[src/verilog/scf_pkg.sv]
// constants and types for the dual-role spi unit with fifos
// Notes on behaviour
// - writing one to a status bit clears it; writing zero leaves it.
// - an enabled fill or drain interrupt suppresses the matching dma request.
// - controller continuous select stays asserted after a frame until a command word.
// - peripheral continuous sends first frame, then echoes received bits through 32-bit shifter.
// - watermark values at or above fifo depth are truncated.
// - current transmit and receive fifo word counts are readable.
// - fixed transmit and receive fifo depths are readable.
// - software reset returns all registers except the fifo storage arrays to reset values.
// - enabling clears the module disable bit; disabling stops operation.
// - transmit and receive fifos flush independently.
// - a readable mode bit tells controller from peripheral.
// - every select output has its own polarity, all set together.
// - software chooses which select output the next transfer drives.
// - separate transmit and receive dma enables gate the dma requests.
// - data words serve as dma targets in both modes.
// - frames span 8 to 4096 bits, split into 32-bit words plus remainder.
// - a transmit data write pushes at once into the shared command/data fifo unless it is full, when the write is dropped.
package scf_pkg;
  localparam logic [12:0] FRAME_MIN_BITS = 13'h008;
  localparam logic [11:0] FRAME_MIN_M1   = 12'h007;
  localparam logic [12:0] WORD_MAX_BITS  = 13'h020;
  localparam logic [5:0]  WORD_BITS6     = 6'h20;
  localparam int          SCK_HALF_CYC   = 4;
  localparam int          ST_W           = 6;
  localparam int          ST_TDF         = 0;
  localparam int          ST_RDF         = 1;
  localparam int          ST_WCF         = 2;
  localparam int          ST_FCF         = 3;
  localparam int          ST_REF         = 4;
  localparam int          ST_TEF         = 5;
  localparam int          DMA_TX         = 0;
  localparam int          DMA_RX         = 1;
  localparam logic [5:0]  STATUS_RESET   = 6'h00;

  typedef enum logic [1:0] {
    SCF_IDLE  = 2'b00,
    SCF_SHIFT = 2'b01,
    SCF_LOAD  = 2'b11
  } scf_state_e;
endpackage : scf_pkg

[src/verilog/scf_spi_core.sv]
// dual-role spi engine with transmit and receive fifos
`timescale 1ns/10ps
`default_nettype none
module scf_spi_core #(
  parameter int TX_DEPTH = 4,
  parameter int RX_DEPTH = 4,
  parameter int NPCS     = 4,
  parameter int SCK_HALF = scf_pkg::SCK_HALF_CYC
) (
  input  wire logic                         ref_clk_i,
  input  wire logic                         rst_i,
  input  wire logic                         sw_reset_i,
  input  wire logic                         module_enable_bit_i,
  input  wire logic                         controller_mode_i,
  input  wire logic [NPCS-1:0]              pcs_polarity_i,
  input  wire logic [$clog2(NPCS)-1:0]      pcs_select_i,
  input  wire logic                         pcs_continuous_i,
  input  wire logic [11:0]                  frame_size_i,
  input  wire logic [7:0]                   tx_watermark_i,
  input  wire logic [7:0]                   rx_watermark_i,
  input  wire logic                         tx_flush_i,
  input  wire logic                         rx_flush_i,
  input  wire logic                         tx_valid_i,
  input  wire logic                         tx_is_cmd_i,
  input  wire logic [31:0]                  tx_data_i,
  input  wire logic                         rx_read_i,
  input  wire logic [scf_pkg::ST_W-1:0]     status_clear_i,
  input  wire logic [scf_pkg::ST_W-1:0]     int_enable_i,
  input  wire logic [1:0]                   dma_enable_i,
  input  wire logic                         sck_i,
  input  wire logic                         pcs_i,
  input  wire logic                         sdi_i,
  output logic [31:0]                       rx_data_o,
  output logic [$clog2(TX_DEPTH):0]         tx_count_o,
  output logic [$clog2(RX_DEPTH):0]         rx_count_o,
  output logic [7:0]                        tx_depth_o,
  output logic [7:0]                        rx_depth_o,
  output logic [scf_pkg::ST_W-1:0]          status_o,
  output logic                              irq_o,
  output logic                              tx_dma_req_o,
  output logic                              rx_dma_req_o,
  output logic                              mode_controller_o,
  output logic                              module_disable_bit_o,
  output logic                              sck_o,
  output logic                              sck_oe_o,
  output logic [NPCS-1:0]                   pcs_o,
  output logic                              pcs_oe_o,
  output logic                              sdo_o,
  output logic                              sdo_oe_o
);
  localparam int TXA = $clog2(TX_DEPTH);
  localparam int RXA = $clog2(RX_DEPTH);
  localparam int PW  = $clog2(NPCS);

  function automatic logic [31:0] word_mask(input logic [5:0] nbits);
    word_mask = (nbits == scf_pkg::WORD_BITS6) ? 32'hFFFFFFFF : ((32'h00000001 << nbits) - 32'h00000001);
  endfunction : word_mask

  function automatic logic [5:0] word_len(input logic [12:0] left);
    word_len = (left > scf_pkg::WORD_MAX_BITS) ? scf_pkg::WORD_BITS6 : left[5:0];
  endfunction : word_len

  logic                   srst;
  logic                   run;
  logic                   master_reg;
  logic [NPCS-1:0]        pol_reg;
  logic [PW-1:0]          sel_reg;
  logic [TXA-1:0]         tx_wm_reg;
  logic [RXA-1:0]         rx_wm_reg;
  logic [2:0]             sck_s;
  logic [2:0]             pcs_s;
  logic [1:0]             sdi_s;
  logic [32:0]            txm [TX_DEPTH];
  logic [31:0]            rxm [RX_DEPTH];
  logic [TXA-1:0]         tx_wr_reg;
  logic [TXA-1:0]         tx_rd_reg;
  logic [RXA-1:0]         rx_wr_reg;
  logic [RXA-1:0]         rx_rd_reg;
  scf_pkg::scf_state_e    st_reg;
  logic [31:0]            sh_reg;
  logic                   samp_reg;
  logic [5:0]             bit_cnt_reg;
  logic [12:0]            left_reg;
  logic [15:0]            div_reg;
  logic                   cs_on_reg;
  logic                   echo_reg;
  logic                   pcs_act;
  logic                   pcs_act_d;
  logic                   p_start;
  logic                   m_tick;
  logic                   rise;
  logic                   fall;
  logic                   word_end;
  logic                   frame_end;
  logic [5:0]             wb;
  logic [12:0]            flen;
  logic [12:0]            nxt_left;
  logic [5:0]             nxt_wb;
  logic [32:0]            tx_head;
  logic                   tx_data_avail;
  logic                   tx_push;
  logic                   tx_pop;
  logic                   rx_push;
  logic                   rx_pop;
  logic                   load_req;
  logic                   tef_set;
  logic                   ref_set;
  logic                   tdf_cond;
  logic                   rdf_cond;
  logic [31:0]            ld_word;
  logic [31:0]            rx_word;
  logic [scf_pkg::ST_W-1:0] st_set;

  assign srst = rst_i | sw_reset_i;
  assign run  = ~module_disable_bit_o;

  // mode and select polarity are captured only while disabled so a live write cannot upset a frame
  always_ff @(posedge ref_clk_i) begin
    if (srst) begin
      master_reg           <= 1'b0;
      pol_reg              <= '0;
      module_disable_bit_o <= 1'b1;
    end else begin
      module_disable_bit_o <= ~module_enable_bit_i;
      if (!module_enable_bit_i) begin
        master_reg <= controller_mode_i;
        pol_reg    <= pcs_polarity_i;
      end
    end
  end

  always_ff @(posedge ref_clk_i) begin
    if (srst) begin
      tx_wm_reg <= '0;
      rx_wm_reg <= '0;
    end else begin
      tx_wm_reg <= tx_watermark_i[TXA-1:0];
      rx_wm_reg <= rx_watermark_i[RXA-1:0];
    end
  end

  always_ff @(posedge ref_clk_i) begin
    if (srst) begin
      sck_s <= '0;
      pcs_s <= '0;
      sdi_s <= '0;
    end else begin
      sck_s <= {sck_s[1:0], sck_i};
      pcs_s <= {pcs_s[1:0], pcs_i};
      sdi_s <= {sdi_s[0], sdi_i};
    end
  end

  assign pcs_act   = (pcs_s[1] == pol_reg[0]);
  assign pcs_act_d = (pcs_s[2] == pol_reg[0]);
  assign p_start   = pcs_act & ~pcs_act_d;
  assign m_tick    = (st_reg == scf_pkg::SCF_SHIFT) && (div_reg == 16'(SCK_HALF - 1));
  assign rise      = master_reg ? (m_tick & ~sck_o) : (sck_s[1] & ~sck_s[2]);
  assign fall      = master_reg ? (m_tick & sck_o) : (~sck_s[1] & sck_s[2]);
  assign wb        = word_len(left_reg);
  assign word_end  = run && (st_reg == scf_pkg::SCF_SHIFT) && fall && (bit_cnt_reg == wb - 6'h01);
  assign frame_end = word_end && (left_reg == {7'h00, wb});
  assign flen      = (frame_size_i < scf_pkg::FRAME_MIN_M1) ? scf_pkg::FRAME_MIN_BITS
                                                            : {1'b0, frame_size_i} + 13'h0001;
  assign nxt_left  = (st_reg == scf_pkg::SCF_LOAD) ? left_reg
                   : ((st_reg == scf_pkg::SCF_SHIFT && !frame_end) ? left_reg - {7'h00, wb} : flen);
  assign nxt_wb    = word_len(nxt_left);

  assign tx_head       = txm[tx_rd_reg];
  assign tx_data_avail = (tx_count_o != '0) && !tx_head[32];
  assign tx_push       = tx_valid_i && (tx_count_o != (TXA+1)'(TX_DEPTH));
  assign rx_word       = {sh_reg[30:0], samp_reg} & word_mask(wb);
  assign rx_push       = word_end && (rx_count_o != (RXA+1)'(RX_DEPTH));
  assign ref_set       = word_end && (rx_count_o == (RXA+1)'(RX_DEPTH));
  assign rx_pop        = rx_read_i && (rx_count_o != '0);

  always_comb begin
    load_req = 1'b0;
    case (st_reg)
      scf_pkg::SCF_IDLE:  load_req = run && (master_reg ? tx_data_avail : p_start);
      scf_pkg::SCF_SHIFT: load_req = word_end && !master_reg && !echo_reg && pcs_act
                                     && !(frame_end && pcs_continuous_i);
      scf_pkg::SCF_LOAD:  load_req = run && master_reg && tx_data_avail;
      default:            load_req = 1'b0;
    endcase
  end

  // a peripheral cannot stall the far clock, so a missing word goes out as zeros
  assign tef_set = load_req && !tx_data_avail && !master_reg;
  assign ld_word = tx_data_avail ? tx_head[31:0] : 32'h00000000;
  assign tx_pop  = (load_req && tx_data_avail)
                || (master_reg && run && st_reg == scf_pkg::SCF_IDLE && tx_count_o != '0 && tx_head[32]);

  always_ff @(posedge ref_clk_i) begin
    if (srst || tx_flush_i) begin
      tx_wr_reg  <= '0;
      tx_rd_reg  <= '0;
      tx_count_o <= '0;
    end else begin
      if (tx_push) begin
        txm[tx_wr_reg] <= {tx_is_cmd_i, tx_data_i};
        tx_wr_reg      <= tx_wr_reg + TXA'(1);
      end
      if (tx_pop) begin
        tx_rd_reg <= tx_rd_reg + TXA'(1);
      end
      tx_count_o <= tx_count_o + (TXA+1)'(tx_push) - (TXA+1)'(tx_pop);
    end
  end

  always_ff @(posedge ref_clk_i) begin
    if (srst || rx_flush_i) begin
      rx_wr_reg  <= '0;
      rx_rd_reg  <= '0;
      rx_count_o <= '0;
    end else begin
      if (rx_push) begin
        rxm[rx_wr_reg] <= rx_word;
        rx_wr_reg      <= rx_wr_reg + RXA'(1);
      end
      if (rx_pop) begin
        rx_rd_reg <= rx_rd_reg + RXA'(1);
      end
      rx_count_o <= rx_count_o + (RXA+1)'(rx_push) - (RXA+1)'(rx_pop);
    end
  end

  always_ff @(posedge ref_clk_i) begin
    if (srst) begin
      rx_data_o  <= 32'h00000000;
      tx_depth_o <= 8'h00;
      rx_depth_o <= 8'h00;
    end else begin
      rx_data_o  <= rxm[rx_rd_reg];
      tx_depth_o <= 8'(TX_DEPTH);
      rx_depth_o <= 8'(RX_DEPTH);
    end
  end

  always_ff @(posedge ref_clk_i) begin
    if (srst) begin
      st_reg      <= scf_pkg::SCF_IDLE;
      sh_reg      <= 32'h00000000;
      samp_reg    <= 1'b0;
      bit_cnt_reg <= 6'h00;
      left_reg    <= scf_pkg::FRAME_MIN_BITS;
      div_reg     <= 16'h0000;
      sck_o       <= 1'b0;
      cs_on_reg   <= 1'b0;
      echo_reg    <= 1'b0;
      sel_reg     <= '0;
    end else if (!run) begin
      st_reg    <= scf_pkg::SCF_IDLE;
      sck_o     <= 1'b0;
      cs_on_reg <= 1'b0;
      echo_reg  <= 1'b0;
    end else begin
      div_reg <= (st_reg != scf_pkg::SCF_SHIFT || m_tick) ? 16'h0000 : div_reg + 16'h0001;
      if (m_tick) begin
        sck_o <= ~sck_o;
      end
      if (rise) begin
        samp_reg <= sdi_s[1];
      end
      if (load_req) begin
        sh_reg      <= ld_word << (6'h20 - nxt_wb);
        bit_cnt_reg <= 6'h00;
        left_reg    <= nxt_left;
        st_reg      <= scf_pkg::SCF_SHIFT;
        if (st_reg == scf_pkg::SCF_IDLE) begin
          echo_reg  <= 1'b0;
          cs_on_reg <= master_reg;
          sel_reg   <= pcs_select_i;
        end
      end else begin
        case (st_reg)
          scf_pkg::SCF_IDLE: begin
            if (master_reg && tx_pop) begin
              cs_on_reg <= 1'b0;
            end
          end
          scf_pkg::SCF_SHIFT: begin
            if (!master_reg && !pcs_act) begin
              st_reg <= scf_pkg::SCF_IDLE;
            end else if (word_end) begin
              bit_cnt_reg <= 6'h00;
              left_reg    <= nxt_left;
              if (master_reg) begin
                st_reg <= frame_end ? scf_pkg::SCF_IDLE : scf_pkg::SCF_LOAD;
                if (frame_end && !pcs_continuous_i) begin
                  cs_on_reg <= 1'b0;
                end
              end else begin
                // echo mode: the shifter keeps turning received bits back out
                sh_reg   <= {sh_reg[30:0], samp_reg};
                echo_reg <= 1'b1;
              end
            end else if (fall) begin
              sh_reg      <= {sh_reg[30:0], samp_reg};
              bit_cnt_reg <= bit_cnt_reg + 6'h01;
            end
          end
          scf_pkg::SCF_LOAD: st_reg <= scf_pkg::SCF_LOAD;
          default:           st_reg <= scf_pkg::SCF_IDLE;
        endcase
      end
    end
  end

  assign tdf_cond = (tx_count_o <= {1'b0, tx_wm_reg});
  assign rdf_cond = (rx_count_o > {1'b0, rx_wm_reg});

  always_comb begin
    st_set                  = '0;
    st_set[scf_pkg::ST_TDF] = tdf_cond;
    st_set[scf_pkg::ST_RDF] = rdf_cond;
    st_set[scf_pkg::ST_WCF] = word_end;
    st_set[scf_pkg::ST_FCF] = frame_end;
    st_set[scf_pkg::ST_REF] = ref_set;
    st_set[scf_pkg::ST_TEF] = tef_set;
  end

  // set wins over a same-cycle clear so no event is lost
  always_ff @(posedge ref_clk_i) begin
    if (srst) begin
      status_o <= scf_pkg::STATUS_RESET;
    end else begin
      status_o <= (status_o & ~status_clear_i) | st_set;
    end
  end

  always_ff @(posedge ref_clk_i) begin
    if (srst) begin
      irq_o        <= 1'b0;
      tx_dma_req_o <= 1'b0;
      rx_dma_req_o <= 1'b0;
    end else begin
      irq_o        <= |(status_o & int_enable_i);
      tx_dma_req_o <= dma_enable_i[scf_pkg::DMA_TX] & ~int_enable_i[scf_pkg::ST_TDF] & tdf_cond;
      rx_dma_req_o <= dma_enable_i[scf_pkg::DMA_RX] & ~int_enable_i[scf_pkg::ST_RDF] & rdf_cond;
    end
  end

  always_ff @(posedge ref_clk_i) begin
    if (srst) begin
      mode_controller_o <= 1'b0;
      sck_oe_o          <= 1'b0;
      pcs_oe_o          <= 1'b0;
      sdo_oe_o          <= 1'b0;
    end else begin
      mode_controller_o <= master_reg;
      sck_oe_o          <= run & master_reg;
      pcs_oe_o          <= run & master_reg;
      sdo_oe_o          <= run & (master_reg ? cs_on_reg : (pcs_act && st_reg == scf_pkg::SCF_SHIFT));
    end
  end

  assign sdo_o = sh_reg[31];

  genvar gi;
  generate
    for (gi = 0; gi < NPCS; gi++) begin : g_pcs
      always_ff @(posedge ref_clk_i) begin
        if (srst) begin
          pcs_o[gi] <= 1'b1;
        end else begin
          pcs_o[gi] <= (cs_on_reg && sel_reg == PW'(gi)) ? pol_reg[gi] : ~pol_reg[gi];
        end
      end
    end
  endgenerate
endmodule : scf_spi_core
`default_nettype wire

[config.mk]
export PLATFORM = sky130hd
export DESIGN_NAME = scf_spi_core
export DESIGN_NICKNAME = d
export VERILOG_FILES = /design/src/verilog/scf_pkg.sv /design/src/verilog/scf_spi_core.sv
export SDC_FILE = /design/constraint.sdc
export NUM_CORES = 1
export LEC_CHECK = 0
export BUFFER_PORTS_ARGS = -buffer_cell sky130_fd_sc_hd__buf_2
export CAP_MARGIN = 0
export CORE_AREA = 2 2 199 201
export DETAILED_ROUTE_END_ITERATION = 7
export DIE_AREA = 0 0 201 203
export HOLD_SLACK_MARGIN = 0.06
export PLACE_DENSITY = 0.71
export SETUP_SLACK_MARGIN = 0.02
export SLEW_MARGIN = 0
export SYNTH_ARGS = -nofsm -noshare
export SYNTH_HDL_FRONTEND = slang
export SYNTH_SLANG_ARGS = --single-unit
[constraint.sdc]
create_clock -name ref_clk_i -period 7.2 [get_ports ref_clk_i]
set_input_delay 0.36 -clock ref_clk_i [delete_from_list [all_inputs] [get_ports ref_clk_i]]
set_output_delay 0.36 -clock ref_clk_i [all_outputs]
set_load 0.01 [all_outputs]
# == Word level (Yosys, flattened, before mapping) ==
# Memory sizes are Yosys's and may differ from the RTL's. A register that Yosys moved wholly into a read port is not among the register bits.
# Index checks and enable logic that the tools add are counted.
# classes
order_cmp,5
mux,61
n_addsub,15
bitwise,30
reduce_logical,65
eq_ne,29
n_shift,2
# op_table
operator,n
32-bit 2-to-1 mux,8
13-bit 2-to-1 mux,7
6-bit 2-to-1 mux,7
1-bit logical AND,33
32-bit bitwise AND,1
"1-bit by 6-bit << shifter with 32-bit output, first input constant",1
32-bit by 6-bit << shifter with 32-bit output,1
"32-bit by 1-bit subtractor with 32-bit output, second input constant",1
1-bit 2-to-1 mux,28
"13-bit by 6-bit greater-than comparator with 1-bit output, second input constant",2
"16-bit by 1-bit adder with 16-bit output, second input constant",1
"16-bit by 2-bit equality test with 1-bit output, second input constant",1
16-bit 2-to-1 mux,1
"3-bit by 2-bit != test with 1-bit output, second input constant",5
"3-bit != test, second input constant",5
"12-bit by 1-bit adder with 13-bit output, second input constant",1
13-bit by 6-bit equality test with 1-bit output,1
1-bit inverter,13
13-bit by 6-bit subtractor with 13-bit output,1
6-bit bitwise AND,2
"12-bit by 3-bit less-than comparator with 1-bit output, second input constant",1
2-bit 2-to-1 mux,6
1-bit bitwise AND,11
5-bit AND reduction,2
36 further kinds,67
# totals
output_inout_bits,74
mem_bits_rw,260
input_bits,94
mem_count,2
ff_bits,131
word_cells,246
# mem_list
name,depth,word_bits,read_ports,rd_ports_with_merged_regs,write_ports,line,rtl
txm,4,33,1,1,1,scf_spi_core.sv:73,logic [32:0] txm [TX_DEPTH];
rxm,4,32,1,1,1,scf_spi_core.sv:74,logic [31:0] rxm [RX_DEPTH];

# == Logic depth before layout (Yosys ltp) ==
# logic_depth
depth_word,17
depth_mapped,34
mapped_depth_nobuf,25

# == Worst setup path before layout ==
# No wires, ideal clock.
# synth_timing
path_kind,reg2reg
from,register left_reg[1]
to,register sh_reg[21]
t_required_ps,7109
arrival_ps,7110
synth_period_minus_slack_ps,7201
setup_slack_ps,-1
path_stages_with_launch,33
setup_ps,91
path_buffers,10
cell_sequence,dfxtp_1 > buf_2 > or4_1 > buf_2 > o21ai_2 > and3_1 > clkbuf_1 > nand2_1 > ha_1 > ha_1 > xnor2_1 > nor4_1 > o41a_1 > o2111a_1 > nand3_2 > mux2i_1 > or4_1 > buf_2 > clkbuf_1 > clkbuf_1 > nor3_1 > nand2_1 > ha_1 > clkbuf_1 > clkbuf_1 > clkbuf_1 > clkbuf_1 > nand2_1 > a211oi_1 > o21ai_0 > o211ai_1 > o21ai_0 > a311oi_1
# synth_via
elab_chain_len,15
word_cells_on_any_way,32
classes_between,add/sub (3); order compare (2); eq/ne (4); shift (1); mux (9); reduce/logical (13)
# synth_rtl
element,line,rtl
from (decl),scf_spi_core.sv:83,logic [12:0] left_reg;
from (signal assigned),scf_spi_core.sv:246,left_reg <= scf_pkg::FRAME_MIN_BITS;
from (signal assigned),scf_spi_core.sv:268,left_reg <= nxt_left;
from (signal assigned),scf_spi_core.sv:287,left_reg <= nxt_left;
13-bit by 6-bit greater-than comparator with 1-bit output,scf_spi_core.sv:60,word_len = (left > scf_pkg::WORD_MAX_BITS) ? scf_pkg::WORD_BITS6 : left[5:0];
6-bit 2-to-1 mux,scf_spi_core.sv:60,
6-bit by 1-bit subtractor with 6-bit output,scf_spi_core.sv:161,assign word_end = run && (st_reg == scf_pkg::SCF_SHIFT) && fall && (bit_cnt_reg == wb - 6'h01);
6-bit equality test,scf_spi_core.sv:161,
1-bit logical AND,scf_spi_core.sv:161,
1-bit logical AND,scf_spi_core.sv:162,"assign frame_end = word_end && (left_reg == {7'h00, wb});"
1-bit zero test,scf_spi_core.sv:166,": ((st_reg == scf_pkg::SCF_SHIFT && !frame_end) ? left_reg - {7'h00, wb} : flen);"
1-bit logical AND,scf_spi_core.sv:166,
13-bit 2-to-1 mux,scf_spi_core.sv:166,
13-bit 2-to-1 mux,scf_spi_core.sv:165,assign nxt_left = (st_reg == scf_pkg::SCF_LOAD) ? left_reg
13-bit by 6-bit greater-than comparator with 1-bit output,scf_spi_core.sv:60,
6-bit 2-to-1 mux,scf_spi_core.sv:60,
6-bit subtractor,scf_spi_core.sv:266,sh_reg <= ld_word << (6'h20 - nxt_wb);
32-bit by 6-bit << shifter with 32-bit output,scf_spi_core.sv:266,
32-bit 2-to-1 mux,scf_spi_core.sv:265,if (load_req) begin
to (signal assigned),scf_spi_core.sv:266,
to (signal assigned),scf_spi_core.sv:295,"sh_reg <= {sh_reg[30:0], samp_reg};"
to (signal assigned),scf_spi_core.sv:299,"sh_reg <= {sh_reg[30:0], samp_reg};"
to (decl),scf_spi_core.sv:80,logic [31:0] sh_reg;
# Parallel ways exist; a longest one is shown, timed or not. The select of a mux whose other input is x is not followed.
# A chain may end at the register's enable or synchronous reset.

# == Worst setup path after layout ==
# layout_timing
from,register left_reg[1]
to,register sh_reg[30]
# Same word-level chain as after synthesis.

==> flow_summary.yaml <==
synthesis:
  synthSimpleGateAreaFrac_pct: 15.29
  yosysTopAreaCell: "edfxtp_1"
  synth_top_cell_area_share_pct: 38.37
  synth-compound-area-share_pct: 12.29
  netlist_instances: 1806
  synth_mux_area_share_pct: 10.34
  yosysSeqAreaShare_pct: 53.92
  synth.avg_cell_area_um2: 11.27
  yosys.area_share.adder_pct: 1.919
  ys_dominant_reg_cell: "edfxtp_1"
  synth.ff_latch_count: 418
  synth_top_family_by_area: "simple AND/OR/NAND/NOR gates"
  synth.distinct_cells: 90
  netlist_area_um2: 20350
  yosys_warnings: 0
  synth_edf_count: 260
  synthArstFlopShare_pct: 0
  synth_area_leaders: "edfxtp_1 (38%), dfxtp_1 (16%), mux4_2 (8.1%), nand2_1 (3.0%), nor2_1 (2.6%)"
  synth_xor_area_share_pct: 2.583
place:
  placed_cells: 2401
  dpl_cell_area_um2: 21620
  place.gp.congestion: 0.9502
  port_buffers: 141
  hpwl_um: 34600
setup_path:
  crit_path_end_kind: "flop"
  path_class: "reg2reg"
  timing.rr.start: "left_reg[1]$_SDFFE_PN0P_"
  worstSetupStartpointType: "flop"
  path_max_fanout: 24
  worstPathArrival_ns: 7.12
  crit_required_ns: 7.69
  setup.worst_path.start: "left_reg[1]$_SDFFE_PN0P_"
clocking:
  cts-htree-levels: 2
  clock-sinks: 418
  clockRootBuffer: "clkbuf_16"
  clk_pin_slew_worst_paths_ns: 0.06
  insertion_delay_ns: 0.58
  cts_tree: "yes"
  cts_buffers: 43
  cts_buffer_depth: 3
  post_cts_buffers: 0
cells_and_area:
  largest_reg_flops: 132
  drive_above_1_share_pct: 18.79
  final_nets: 2111
  top_regs: "txm (132), rxm (128)"
  area_growth_pct: 15.95
  mostFrequentLayoutCells: "edfxtp_1 (260), nand2_1 (162), dfxtp_1 (156)"
  mostFrequentLayoutCell: "edfxtp_1"
  fin_area_um2: 23590
  n_fill_cell: 3038
  largest-register: "txm"
  instances_no_fill: 2541
pwr:
  p_leak_nw: 8.159
  swShare_pct: 21.40
  p_sw_mw: 1.046
  p_total_mw: 4.890
  pwr-share-clk_pct: 44.2
  ir_drop_uv: 194.2
  cellPowerDensity_nw_per_um2: 207.3
  seqPwrFrac_pct: 52.1
  pwr-share-comb_pct: 3.7
  p_int_mw: 3.844
timing:
  fmax_mhz: 150.8
  hold_viol_final: 0
  setup_viol: 0
  drv_slew: 0
  hold_ws_ns: 0.1146
  worst_pin_slew_ns: 1.084
  slew_headroom_pct: 27.70
  rsz0062_at_grt: "no"
  tns_ns: 0
  period_share_pct: 92.09
  skew_ns: 0.01555
  fin_crit_ns: 6.631
global_routing:
  grt_usage_pct: 25.18
  grt_pass1_wl_um: 81640
  grt_pass1_vias: 14880
  grt-ovfl-total: 0
  grt_max_degree: 48
  grt_antenna_before_repair: 1
floorplan:
  die-area_um2: 40800
  die_w_um: 201
  die_y_um: 203
  start_util_pct: 52.89
  io_pins: 168
  core-area_um2: 38470
  fp-row-count: 72
run:
  max_cap_viol_count: 0
routing:
  drt-total-wl_um: 51030
  num_vias: 15050
  viasPerCell: 5.923
  dr.pass1.iters: 7
  drcViolationCount: 0
  drtIter0Drc: 1315
  wl_per_cell_um: 20.08
  drtAntennaViolNets: 0
outcome:
  status: "completed"
worst_hold_path:
  worstHoldPathType: "in2reg"
  min_from: "int_enable_i[4]"
per-stage QoR:
step	setup WS, ns	util, %
floorplan	0.09915	-
global placement	0.5581	56.20
detailed placement	0.4546	56.20
CTS	0.4188	61.29
global route	0.1170	61.32
finish	0.5694	61.33
worst max-delay path, cell delays in order, from the launching register on:
cell,delay (ns)
dfxtp_1,0.30
or4_1,0.58
o21ai_2,0.18
and3_1,0.21
nand2_1,0.12
ha_1,0.28
ha_1,0.33
xnor2_1,0.14
nor4_1,0.16
o41a_1,0.24
o2111a_2,0.32
nand3_2,0.22
mux2i_1,0.24
or4_4,0.62
nor3_1,0.27
nand2_1,0.12
ha_1,0.35
buf_4,0.21
buf_4,0.29
nand2_1,0.10
a22oi_1,0.20
nor2_1,0.11
mux4_2,0.54
o31a_1,0.26
o22ai_1,0.15
layout make-up:
| cell class | count | area (µm²) | area share (%) |
|---|---|---|---|
| Clock inverter | 23 | 207.7 | 0.8804 |
| Sequential cell | 418 | 10970 | 46.51 |
| Multi-Input combinational cell | 1226 | 8733 | 37.02 |
| Clock buffer | 57 | 1160 | 4.916 |
| Antenna cell | 1 | 2.502 | 0.01061 |
| Timing Repair Buffer | 253 | 1694 | 7.181 |
| Tap cell | 518 | 648.1 | 2.747 |
| Inverter | 45 | 172.7 | 0.7319 |
kinds of logic (layout without fill, tap and decap cells):
logic type,count (synthesis),after routing
simple gates,619,619
flops,418,418
compound gates,384,384
buf+inv,175,378
mux,118,118
xor+xnor,60,60
fa+ha+maj,30,30
other cells,2,16
what timing repair did:
action                     CTS  global route
gates resized for setup      0             4
hold endpoints to repair   156             0
hold buffers                59             0
setup endpoints to repair    0             6
metal layers:
metal | wire, µm | part of all wire [%] | global-route usage, % | vias up
met1 | 21770 | 43 | 33.23 | 7406
met3 | 2572 | 5.0 | 3.210 | 91
met2 | 25300 | 50 | 43.25 | 471
met4 | 1387 | 2.7 | 8.439 | 0
li1 | - | - | - | 7082
met5 | 0 | 0 | 0 | -
path summary, 6_finish.rpt:
path | end | slack, ns | depth (start not counted)
max | sh_reg[30]$_SDFFE_PN0P_ | 0.57 | 24
min | irq_o$_SDFF_PN0_ | 0.11 | 3
max reg2reg | sh_reg[30]$_SDFFE_PN0P_ | 0.57 | 24
min reg2reg | pcs_s[1]$_SDFF_PN0_ | 0.42 | 1
synth_stat cells, types with 6 or more instances:
cell type    n
edfxtp_1   260
nand2_1    162
dfxtp_1    158
nor2_1     139
a21oi_1    100
clkbuf_1    84
and2_1      81
o21ai_0     81
mux4_2      73
nand3_1     49
inv_1       42
nor3_1      41
mux2i_1     38
xnor2_1     32
ha_1        28
xor2_1      28
a211oi_1    22
a31oi_1     21
and3_1      21
nand2b_1    19
o211ai_1    19
buf_1       18
or3_1       17
a22oi_1     16
buf_4       16
o22ai_1     15
a21boi_0    14
nand4_1     14
nor4_1      13
o21a_1      12
buf_2       11
nor2b_1     11
or2_2       10
a221oi_1     9
nand3b_1     7
nor3b_1      7
mux2_2       6
power groups by stage:
stage / registers (mW) / logic, mW / clock network, mW
floorplan: 2.60 / 0.0864 / 0
global route: 2.55 / 0.197 / 2.30
global placement: 2.60 / 0.149 / 0
CTS: 2.55 / 0.177 / 2.20
detailed placement: 2.60 / 0.153 / 0
finish: 2.55 / 0.181 / 2.16
(Power assumes the default switching activity.)
